--- src/verilog/cache_geometry_pkg.sv ---
package cache_geometry_pkg;

  // coprocessor encoding of the two identification registers
  localparam logic [3:0] cp_number = 4'hf;
  localparam logic [2:0] id_opc1 = 3'h1;
  localparam logic [3:0] id_crn = 4'h0;
  localparam logic [3:0] id_crm = 4'h0;
  localparam logic [2:0] size_id_opc2 = 3'h0;
  localparam logic [2:0] level_id_opc2 = 3'h1;

  // cache_size_identification field positions
  localparam int write_through_bit = 31;
  localparam int write_back_bit = 30;
  localparam int read_allocate_bit = 29;
  localparam int write_allocate_bit = 28;
  localparam int set_count_hi = 27;
  localparam int set_count_lo = 13;
  localparam int assoc_hi = 12;
  localparam int assoc_lo = 3;
  localparam int line_length_hi = 2;
  localparam int line_length_lo = 0;

  // cache_size_identification field values
  localparam logic [3:0] instr_top_nibble = 4'h2;
  localparam logic [3:0] data_top_nibble = 4'h7;
  localparam logic [9:0] data_assoc = 10'h003;
  localparam logic [9:0] instr_assoc = 10'h001;
  localparam logic [2:0] line_length_code = 3'h1;
  localparam int line_bytes = 32;
  localparam int data_ways = 4;
  localparam int instr_ways = 2;

  // cache_level_identification field values, high field to low field
  localparam logic [1:0] level_reserved = 2'h0;
  localparam logic [2:0] unification_level_uniproc = 3'h1;
  localparam logic [2:0] coherency_level = 3'h1;
  localparam logic [2:0] unification_level_inner_shared = 3'h1;
  localparam logic [2:0] no_cache_code = 3'h0;
  localparam logic [2:0] split_cache_code = 3'h3;
  localparam int absent_levels = 6;

  // reset value of the read data answer register, and the default cache size
  localparam logic [31:0] rdata_reset = 32'h0000_0000;
  localparam int default_cache_kb = 32;

  // true for the cache sizes the build supports
  function automatic logic size_legal(input int kb);
    return (kb == 4) || (kb == 8) || (kb == 16) || (kb == 32) || (kb == 64);
  endfunction

  // sets minus one for a given size and number of ways
  function automatic logic [14:0] sets_minus_one(input int kb, input int ways);
    int sets;
    sets = (kb * 1024) / (ways * line_bytes);
    return 15'(sets - 1);
  endfunction

endpackage

--- src/verilog/id_word_if.sv ---
`timescale 1ns/1ps
// words flowing between the register front end and its value builders
interface id_word_if;
  logic select_instruction; // chosen cache, one for instruction
  logic [31:0] size_word; // cache_size_identification content
  logic [31:0] level_word; // cache_level_identification content

  modport front (output select_instruction, input size_word, input level_word);
  modport size_src (input select_instruction, output size_word);
  modport level_src (output level_word);
endinterface

--- src/verilog/cache_geometry_id_regs.sv ---
`timescale 1ns/1ps
module cache_geometry_id_regs
  import cache_geometry_pkg::*;
#(
  parameter int data_cache_kb = default_cache_kb, // 4, 8, 16, 32 or 64
  parameter int instr_cache_kb = default_cache_kb // 4, 8, 16, 32 or 64
) (
  input wire logic clk, // core clock
  input wire logic rst_n, // async reset, active low
  input wire logic cp_valid, // coprocessor access request
  input wire logic cp_read, // one for read, zero for write
  input wire logic [3:0] cp_coproc, // coprocessor number
  input wire logic [2:0] cp_opc1, // first opcode
  input wire logic [3:0] cp_crn, // primary register
  input wire logic [3:0] cp_crm, // secondary register
  input wire logic [2:0] cp_opc2, // second opcode
  input wire logic cp_privileged, // core in privileged mode
  input wire logic cp_secure, // core in secure state
  input wire logic instruction_not_data_select, // selection register bit 0
  output logic cp_ready, // front end can take a request
  output logic cp_done, // answer pulse
  output logic cp_undefined, // access refused, raise undefined
  output logic [31:0] cp_rdata, // read data
  output logic config_error // cache size parameter not legal
);

  typedef enum logic [1:0] {
    idle_st,
    answer_st
  } front_state_type;

  typedef enum logic [1:0] {
    target_none,
    target_size,
    target_level
  } target_type;

  front_state_type state;
  front_state_type next_state;
  target_type captured_target;
  logic captured_write;
  logic captured_priv;
  logic captured_select;
  logic take;
  logic [31:0] next_rdata;
  logic next_undefined;

  id_word_if ids ();

  // decode of an access address into one of our two registers
  function automatic target_type decode_target(
    input logic [3:0] coproc,
    input logic [2:0] opc1,
    input logic [3:0] crn,
    input logic [3:0] crm,
    input logic [2:0] opc2
  );
    target_type t;
    t = target_none;
    if (coproc == cp_number && opc1 == id_opc1 && crn == id_crn && crm == id_crm) begin
      if (opc2 == size_id_opc2) begin
        t = target_size;
      end else if (opc2 == level_id_opc2) begin
        t = target_level;
      end
    end
    return t;
  endfunction

  // a build with an unsupported size is flagged rather than silently mis-encoded
  localparam logic sizes_ok = size_legal(data_cache_kb) && size_legal(instr_cache_kb);

  // value builders; the size word follows the captured selection
  size_word_builder #(
    .data_cache_kb(data_cache_kb),
    .instr_cache_kb(instr_cache_kb)
  ) size_builder (
    .ids(ids)
  );

  level_word_builder level_builder (
    .ids(ids)
  );

  // only one request in flight; a request waits during the answer cycle, and is taken again while the answer pulse is out
  assign cp_ready = (state == idle_st);
  assign take = cp_valid && cp_ready;

  // state sequencing: idle, then one answer cycle
  always_comb begin
    next_state = state;
    case (state)
      idle_st: begin
        if (take) begin
          next_state = answer_st;
        end
      end
      answer_st: begin
        next_state = idle_st;
      end
      default: begin
        next_state = idle_st;
      end
    endcase
  end

  always_ff @(posedge clk or negedge rst_n) begin
    if (!rst_n) begin
      state <= idle_st;
    end else begin
      state <= next_state;
    end
  end

  // request capture; selection sampled with the request so a later
  // change of the selection register cannot tear the answer
  always_ff @(posedge clk or negedge rst_n) begin
    if (!rst_n) begin
      captured_target <= target_none;
      captured_write <= 1'b0;
      captured_priv <= 1'b0;
      captured_select <= 1'b0;
    end else if (take) begin
      captured_target <= decode_target(cp_coproc, cp_opc1, cp_crn, cp_crm, cp_opc2);
      captured_write <= !cp_read;
      captured_priv <= cp_privileged;
      captured_select <= instruction_not_data_select;
    end
  end

  assign ids.select_instruction = captured_select;

  // answer formation; security state plays no part since both registers
  // have a single shared copy
  always_comb begin
    next_rdata = rdata_reset;
    next_undefined = 1'b0;
    case (captured_target)
      target_size: begin
        if (!captured_priv) begin
          next_undefined = 1'b1;
        end else if (!captured_write) begin
          next_rdata = ids.size_word;
        end
      end
      target_level: begin
        if (!captured_priv) begin
          next_undefined = 1'b1;
        end else if (!captured_write) begin
          next_rdata = ids.level_word;
        end
      end
      default: begin
        next_undefined = 1'b1; // address not ours
      end
    endcase
    // privileged writes to identification words complete but change nothing
    if (captured_write) begin
      next_rdata = rdata_reset;
    end
  end

  // answer registers: data held until the next answer, strobes one cycle
  always_ff @(posedge clk or negedge rst_n) begin
    if (!rst_n) begin
      cp_rdata <= rdata_reset;
    end else if (state == answer_st) begin
      cp_rdata <= next_rdata;
    end
  end

  always_ff @(posedge clk or negedge rst_n) begin
    if (!rst_n) begin
      cp_done <= 1'b0;
      cp_undefined <= 1'b0;
    end else begin
      cp_done <= (state == answer_st);
      cp_undefined <= (state == answer_st) && next_undefined;
    end
  end

  // configuration flag; constant, but registered so it is driven from reset
  always_ff @(posedge clk or negedge rst_n) begin
    if (!rst_n) begin
      config_error <= 1'b0;
    end else begin
      config_error <= !sizes_ok;
    end
  end

  // secure state has no effect here; kept on the port for a uniform access bus
  logic unused_secure;
  assign unused_secure = cp_secure;

endmodule

--- src/verilog/level_word_builder.sv ---
`timescale 1ns/1ps
module level_word_builder
  import cache_geometry_pkg::*;
(
  id_word_if.level_src ids // level word out
);

  // constant hierarchy: one split level, nothing beyond it
  assign ids.level_word = {
    level_reserved,
    unification_level_uniproc,
    coherency_level,
    unification_level_inner_shared,
    {absent_levels{no_cache_code}},
    split_cache_code
  };

endmodule

--- src/verilog/size_word_builder.sv ---
`timescale 1ns/1ps
module size_word_builder
  import cache_geometry_pkg::*;
#(
  parameter int data_cache_kb = default_cache_kb,
  parameter int instr_cache_kb = default_cache_kb
) (
  id_word_if.size_src ids // selection in, size word out
);

  localparam logic [14:0] data_sets = sets_minus_one(data_cache_kb, data_ways);
  localparam logic [14:0] instr_sets = sets_minus_one(instr_cache_kb, instr_ways);

  // pure decode of the selection; no state, so a new selection shows at once
  always_comb begin
    ids.size_word = 32'h0000_0000;
    if (ids.select_instruction) begin
      ids.size_word[31:28] = instr_top_nibble;
      ids.size_word[set_count_hi:set_count_lo] = instr_sets;
      ids.size_word[assoc_hi:assoc_lo] = instr_assoc;
    end else begin
      ids.size_word[31:28] = data_top_nibble;
      ids.size_word[set_count_hi:set_count_lo] = data_sets;
      ids.size_word[assoc_hi:assoc_lo] = data_assoc;
    end
    ids.size_word[write_through_bit] = 1'b0;
    ids.size_word[line_length_hi:line_length_lo] = line_length_code;
  end

endmodule
--- config.mk ---
export PLATFORM = sky130hd
export DESIGN_NAME = cache_geometry_id_regs
export DESIGN_NICKNAME = d
export VERILOG_FILES = /design/src/verilog/cache_geometry_pkg.sv /design/src/verilog/id_word_if.sv /design/src/verilog/cache_geometry_id_regs.sv /design/src/verilog/level_word_builder.sv /design/src/verilog/size_word_builder.sv
export SDC_FILE = /design/constraint.sdc
export NUM_CORES = 1
export LEC_CHECK = 0
export BUFFER_PORTS_ARGS = -buffer_cell sky130_fd_sc_hd__buf_2
export CORE_ASPECT_RATIO = 0.7
export CORE_MARGIN = 2
export CORE_UTILIZATION = 30
export DETAILED_ROUTE_END_ITERATION = 12
export GPL_ROUTABILITY_DRIVEN = 0
export PLACE_DENSITY = 0.69
export SLEW_MARGIN = 40
export SYNTH_ARGS = -nofsm -noshare
export SYNTH_HDL_FRONTEND = slang
export SYNTH_SLANG_ARGS = --single-unit
export TNS_END_PERCENT = 50
--- constraint.sdc ---
create_clock -name clk -period 1.3 [get_ports clk]
set_input_delay 0.26 -clock clk [delete_from_list [all_inputs] [get_ports clk]]
set_output_delay 0.26 -clock clk [all_outputs]
set_load 0.005 [all_outputs]
; Word level (Yosys, flattened, before mapping)
; Index checks and enable logic that the tools add are counted.
[word_totals]
output_inout_bits = 36
register_bits = 41
word_cells = 38
input_bits = 25
[classes]
n_eq_ne = 7
n_mux = 12
reduce_logical = 11
[op_table]
columns = op, n
row1 = $pmux 31 s2, 1
row2 = $mux 28, 2
row3 = $mux 32, 1
row4 = $mux 31, 1
row5 = $mux 2, 5
row6 = $logic_not 4->1, 2
row7 = $eq 3x1->1 const B, 2
row8 = $logic_and 1x1->1, 5
row9 = $eq 2x1->1 const B, 2
row10 = $eq 4x4->1 const B, 1
row11 = $logic_not 3->1, 1
row12 = $eq 2x2->1 const B, 1
row13 = $logic_not 2->1, 1
row14 = $mux 1, 2
row15 = $ne 2x1->1 const B, 1
row16 = $reduce_or 2->1, 1
row17 = $logic_not 1->1, 1

; Logic depth before layout (Yosys ltp)
; Gate-level depths: netlist (run 1).
[logic_depth]
word_depth = 5
ltp_mapped = 5
depth_no_buf = 5

; By module
; Synthesis (run 1) repeated with hierarchy kept, for this count alone.
[unflattened]
cells_unflattened = 209
hier_area_um2 = 2232.1
[by_module_without_submodules]
columns = mod, cells_per_inst, seq_area_each_um2, n_inst, area_per_inst_um2
row1 = cache_geometry_id_regs, 141, 1001.0, 1, 1740.4
row2 = level_word_builder, 34, 0.0, 1, 247.7
row3 = size_word_builder, 34, 0.0, 1, 244.0

; Worst setup path after synthesis (run 1)
; Ideal clock, no wire load.
[synth_timing]
path_kind = register to register
startpoint = register captured_target[0]
endpoint = register cp_rdata[27]
setup_slack_ns = 0.215
stages_incl_launch_ff = 6
setup_time_ns = 0.078
path_buffers = 0
period_less_slack_ns = 1.085
required_time_ns = 1.222
arrival_ns = 1.007
cell_sequence = dfrtp_1 inv_1 ha_1 inv_1 nand4b_1 o2bb2ai_1
[synth_via]
elab_chain_len = 3
elab_cells_between_ends = 4
classes_between = eq/ne (2) / mux (2)
[synth_rtl]
columns = item, line_no
row1 = from (decl), cache_geometry_id_regs.sv:40  ; target_type captured_target;
row2 = from (signal assigned), cache_geometry_id_regs.sv:119  ; captured_target <= target_none;
row3 = from (signal assigned), cache_geometry_id_regs.sv:124  ; captured_target <= decode_target(cp_coproc, cp_opc1, cp_crn, cp_crm, cp_opc2);
row4 = $eq 2x2->1 or $eq 2x1->1 (tied branches), cache_geometry_id_regs.sv:138  ; case (captured_target)
row5 = $pmux 31 s2 *, cache_geometry_id_regs.sv:138
row6 = $mux 32 *, cache_geometry_id_regs.sv:158  ; if (captured_write) begin
row7 = to (signal assigned), cache_geometry_id_regs.sv:166  ; cp_rdata <= rdata_reset;
row8 = to (signal assigned), cache_geometry_id_regs.sv:168  ; cp_rdata <= next_rdata;
row9 = to (decl), cache_geometry_id_regs.sv:23  ; output logic [31:0] cp_rdata,
; Mark *: on every way between the ends. The rest lies on a longest branch, timed or not.
; A chain may end at the register's enable or synchronous reset.

; Worst setup path after layout (run 1)
[layout_timing]
startpoint = register state[0]
endpoint = output cp_ready
[layout_via]
elab_chain_len = 1
[layout_rtl]
columns = item, line_no
row1 = from (decl), cache_geometry_id_regs.sv:38  ; front_state_type state;
row2 = from (signal assigned), cache_geometry_id_regs.sv:109  ; state <= idle_st;
row3 = from (signal assigned), cache_geometry_id_regs.sv:111  ; state <= next_state;
row4 = $logic_not 2->1, cache_geometry_id_regs.sv:86  ; assign cp_ready = (state == idle_st);
row5 = to (decl), cache_geometry_id_regs.sv:20  ; output logic cp_ready,
; Every way passes these cells.

==> flow_metrics.tcl, run 1 <==
set metrics [dict create \
    dp_hpwl_um 1290 \
    peakVddDrop_v 0.000481 \
    avgSynthCellArea_um2 10.0 \
    ys_warn_count 0 \
    drv_cap 0 \
    powerDensity_mw_per_mm2 916 \
    critPathLaunchType "flop" \
    dr.pass1.iters 2 \
    grt_max_degree 14 \
    multi_input_area_um2 298 \
    setup_viol 0 \
    critPathMaxFanout 6 \
    grt_use_total_pct 9.54 \
    synth_most_common_cell "buf_4" \
    clk_pin_slew_ns 0.05 \
    initial_core_util_pct 32.2 \
    outcome "complete, no violations" \
    synth_cells 81 \
    die-area_mm2 0.00314 \
    antenna_found_initial 0 \
    cp-end-kind "primary output" \
    io_buffer_count 44 \
    drive_gt1_share_pct 46.2 \
    worstPathRequired_ns 1.04 \
    cts_root_buf "clkbuf_8" \
    synth_edf_count 0 \
    skew_ns 0.00302 \
    power.leakage_uw 0.000554 \
    ys_seq_area_share_pct 40.1 \
    num_rows 15 \
    fin_crit_ns 1.23 \
    grt_pass1_wl_um 2210 \
    hold_class "in2reg" \
    numCtsBuffers 3 \
    h-tree-depth 1 \
    synthArstFlopShare_pct 100 \
    viasPerCell 4.04 \
    synth_area_leader_cell "dfrtp_1" \
    drt_iter0_markers 5 \
    pre_cts_slack_ns 0.0808 \
    cts_tree "built" \
    cts_buffer_depth 2 \
    rsz0062_at_grt "false" \
    die_h_um 47.5 \
    overflow 0 \
    register_area_um2 325 \
    setup_ws_ns 0.0687 \
    diodes 0 \
    num_vias 610 \
    area_delta_synth_final_pct 20.7 \
    yosys.area.top_type_share_pct 40.1 \
    synth_commonest_cells "28 x buf_4, 13 x dfrtp_1, 7 x inv_1, 7 x nand2_1" \
    synth_area_um2 811 \
    ioPinCount 61 \
    nets 146 \
    clock-sinks 13 \
    cts_setup_buffers 0 \
    maxSlewViolCount 0 \
    core_area_mm2 0.00251 \
    clock_latency_ns 0.24 \
    synth_ff_type "dfrtp_1" \
    fin_crit_sh_pct 94.7 \
    num-fill-cells 272 \
    criticalPathCategory "reg2out" \
    ant_nets 0 \
    grt_pass1_vias 501 \
    fmax_mhz 812 \
    netlist-cell-type-count 21 \
    drt-total-wl_um 1520 \
    wire_per_inst_um 10.0 \
    synth_seq_cells 13 \
    fp.dieW_um 66.1 \
    drc_errors 0 \
    finalHoldViolCount 0 \
    setup-tns-final_ns 0 \
    critical_path_arrival_ns 0.97 \
    synth_area_leaders "dfrtp_1 40%, buf_4 26%, ha_1 4.6%" \
]
## kinds of logic after synthesis
| group | count (synthesis) | synth area share [%] |
|---|---|---|
| flip-flops | 13 | 40.1 |
| AO/OA/AOI/OAI | 9 | 7.87 |
| other | 1 | 0.463 |
| multiplexers | 1 | 1.39 |
| adder cells (fa/ha/maj) | 3 | 4.63 |
| AND/OR/NAND/NOR | 18 | 15.9 |
| buffers and inverters | 36 | 29.6 |
## critical path, stage by stage, from the launching register on
cell and delay, ns:
dfrtp_1 0.38, buf_4 0.16, inv_2 0.08, buf_2 0.11
## report_power, final
part / switching, µW / internal [µW] / leakage (µW)
clock network: 137 / 216 / 0.0000228
registers: 15.1 / 424 / 0.000172
logic: 53.3 / 51.5 / 0.000359
## cell type report
cell class	instances	area share, %
Multi-Input combinational cell	46	30.4
Clock buffer	4	4.60
Sequential cell	13	33.2
Inverter	8	3.07
Timing Repair Buffer	46	24.3
Tap cell	34	4.35
## registers in the layout (all words and copies together) (netlist names)
signal and flops:
cp_rdata 5, captured_target 2, captured_priv 1, captured_select 1, captured_write 1, cp_done 1, cp_undefined 1, state 1
## through the flow
step	area, µm²	total power (µW)	util (%)	cells	hold WS (ns)
final	978	897	38.9	151	0.204
after global routing	978	943	38.9	151	0.214
after CTS	978	908	38.9	151	0.204
after detailed placement	923	548	36.7	146	0.162
after global placement	923	544	36.7	146	0.153
after floorplan	863	518	-	95	-0.0356
## placed cells by master, fill, tap and decap left out, drive strengths merged, types with 2 or more instances in the layout
cell / netlist / layout
clkbuf: 0 / 4
conb: 1 / 15
a21oi: 2 / 2
buf: 28 / 45
nand4b: 3 / 3
o21ai: 2 / 2
inv: 8 / 8
o2bb2ai: 3 / 3
o32ai: 2 / 2
nor4b: 2 / 2
nand2: 7 / 7
dfrtp: 13 / 13
ha: 3 / 3
## what timing repair did
action	CTS	global route
setup endpoints to repair	0	2
hold buffers	1	0
gates resized for setup	0	1
hold endpoints to repair	13	0
## path summary, 6_finish.rpt
check | startpoint | to | slack, ns | cells past startpoint
worst max-delay path | state[0] | cp_ready | 0.07 | 3
worst max register to register | captured_target[0] | cp_rdata[0] | 0.09 | 5
worst min register to register | cp_rdata[0] | cp_rdata[0] | 0.49 | 1
max in group asynchronous | rst_n | cp_rdata[21] | 0.64 | 2
worst min-delay path | cp_privileged | captured_priv | 0.20 | 3
min in group asynchronous | rst_n | captured_target[0] | 0.44 | 2
## layer usage
metal | vias to the layer above | routed length (µm) | GRT usage, %
li1 | 297 | - | -
met1 | 273 | 624 | 12.0
met2 | 40 | 701 | 15.2
met3 | 0 | 191 | 4.47
met4 | 0 | 0 | 2.45
met5 | - | 0 | 0
Note: power is estimated with default switching activity, not from simulation.
==> run 2: changes to the inputs <==
- RECOVER_POWER: default -> 25
==> flow_metrics.tcl, run 2 (same netlist as run 1, synthesis figures left out) <==
set metrics [dict create \
    r2r_slack_ns 0.09 \
    slew_headroom_pct 54.7 \
    r2r_start "captured_target[0]" \
    area_delta_synth_final_pct 20.5 \
    p_comb_share_pct 11.6 \
    clock_latency_ns 0.24 \
    drc_errors 0 \
    powerDensity_mw_per_mm2 917 \
    drt_iter0_markers 5 \
    fin_cells 151 \
    critical_path_arrival_ns 0.97 \
    drv_cap 0 \
    p_sw_share_pct 22.9 \
    hold_slack_ns 0.204 \
    viasPerCell 4.04 \
    fin_crit_sh_pct 94.7 \
    cts_tree "built" \
    largestRegisters "cp_rdata (5), captured_target (2)" \
    maxSlewViolCount 0 \
    ioPinCount 61 \
    skew_ns 0.00302 \
    fp.dieW_um 66.1 \
    wire_per_inst_um 10.0 \
    dp_hpwl_um 1290 \
    grt_pass1_wl_um 2210 \
    hp-start "cp_privileged" \
    clk_pin_slew_ns 0.05 \
    setup-tns-final_ns 0 \
    antenna_found_initial 0 \
    overflow 0 \
    slowest_stage "dfrtp_1" \
    numCtsBuffers 3 \
    core_area_mm2 0.00251 \
    fmax_mhz 812 \
    diodes 0 \
    ant_nets 0 \
    cts_root_buf "clkbuf_8" \
    drt-total-wl_um 1510 \
    fin_crit_ns 1.23 \
    worstPathRequired_ns 1.04 \
    io_buffer_count 44 \
    cp_slowest_stage_delay_ns 0.38 \
    drive_gt1_share_pct 45.3 \
    critPathLaunchType "flop" \
    grt_pass1_vias 501 \
    die_h_um 47.5 \
    num_vias 610 \
    clkPwrFrac_pct 39.4 \
    cellInternalPower_uw 691 \
    layout_common_cells "43 x buf_2, 15 x conb_1, 13 x dfrtp_1" \
    p_sw_uw 205 \
    nets 146 \
    dr.pass1.iters 2 \
    cts_buffer_depth 2 \
    pwr-share-seq_pct 49.0 \
    hold_class "in2reg" \
    grt_max_degree 14 \
    rsz0062_at_grt "false" \
    h-tree-depth 1 \
    ff2ff_path_depth 5 \
    hold_end "captured_priv" \
    largest_reg_flops 5 \
    cp-end-kind "primary output" \
    peakVddDrop_v 0.000481 \
    dp_cells 146 \
    grt_use_total_pct 9.54 \
    criticalPathCategory "reg2out" \
    power.leakage_uw 0.000551 \
    outcome "complete, no violations" \
    initial_core_util_pct 32.2 \
    num_rows 15 \
    min_path_cells 3 \
    critPathMaxFanout 6 \
    setup_viol 0 \
    worst_pin_slew_ns 0.679 \
    finalHoldViolCount 0 \
    clock-sinks 13 \
    die-area_mm2 0.00314 \
    top_register "cp_rdata" \
    r2r-end "cp_rdata[0]" \
    layout_commonest_cell "buf_2" \
    cp_cell_sequence "buf_4 -> inv_2 -> buf_2" \
]
[run 2: changes by cell type in the layout (fill, tap and decap cells not counted)]
| cell | change |
|---|---|
| buf_2 | -1 |
| clkbuf_1 | +1 |
[run 2: layout make-up]
cell class,instances,area [µm²]
Clock buffer,4,45.0
Fill cell,273,1540
Inverter,8,30.0
Multi-Input combinational cell,46,298
Sequential cell,13,325
Tap cell,34,42.5
Timing Repair Buffer,46,236
[run 2: how the worst max path moves through the flow]
| stage | cells past startpoint | from | to |
|---|---|---|---|
| floorplan | 5 | captured_target[0] | cp_rdata[27] |
| global placement | 5 | captured_target[0] | cp_rdata[0] |
| detailed placement | 5 | captured_target[0] | cp_rdata[21] |
| CTS | 3 | state[0] | cp_ready |
| global route | 5 | captured_target[0] | cp_rdata[21] |
| finish | 3 | state[0] | cp_ready |
[run 2: worst max-delay path: cells and delay by family (launching register included)]
family / cells / cell delay (ns)
buffers and inverters: 3 / 0.35
DFF: 1 / 0.38
[run 2: layer usage]
| metal | GRT usage (%) | vias up | wire, µm | share of wire (%) |
|---|---|---|---|---|
| li1 | - | 297 | - | - |
| met1 | 12.0 | 273 | 621 | 41 |
| met2 | 15.2 | 40 | 700 | 46 |
| met3 | 4.47 | 0 | 191 | 13 |
| met4 | 2.45 | 0 | 0 | 0 |
| met5 | 0 | - | 0 | 0 |
[run 2: power by group through the flow]
stage                     sequential (µW)  clock, µW  combinational, µW
after global placement                445          0               98.8
after CTS                             439        364                105
after detailed placement              446          0                103
final                                 439        353                104
after floorplan                       444          0               73.9
after global routing                  442        382                119
[run 2: metrics by stage]
step           utilization, %  setup slack, ns  total power [µW]  instance area, µm²
5_1_grt                  38.9          0.00131               942                 977
6_report                 38.9           0.0687               896                 977
3_3_place_gp             36.7            0.146               544                 923
3_5_place_dp             36.7           0.0808               548                 923
4_1_cts                  38.9          0.00372               908                 978
2_1_floorplan               -            0.215               518                 863
[run 2: timing repair]
action,in CTS,in global routing
hold buffers,1,0
setup endpoints to repair,0,2
resized for setup,0,1
setup buffers,0,0
endpoints found under the hold margin,13,0
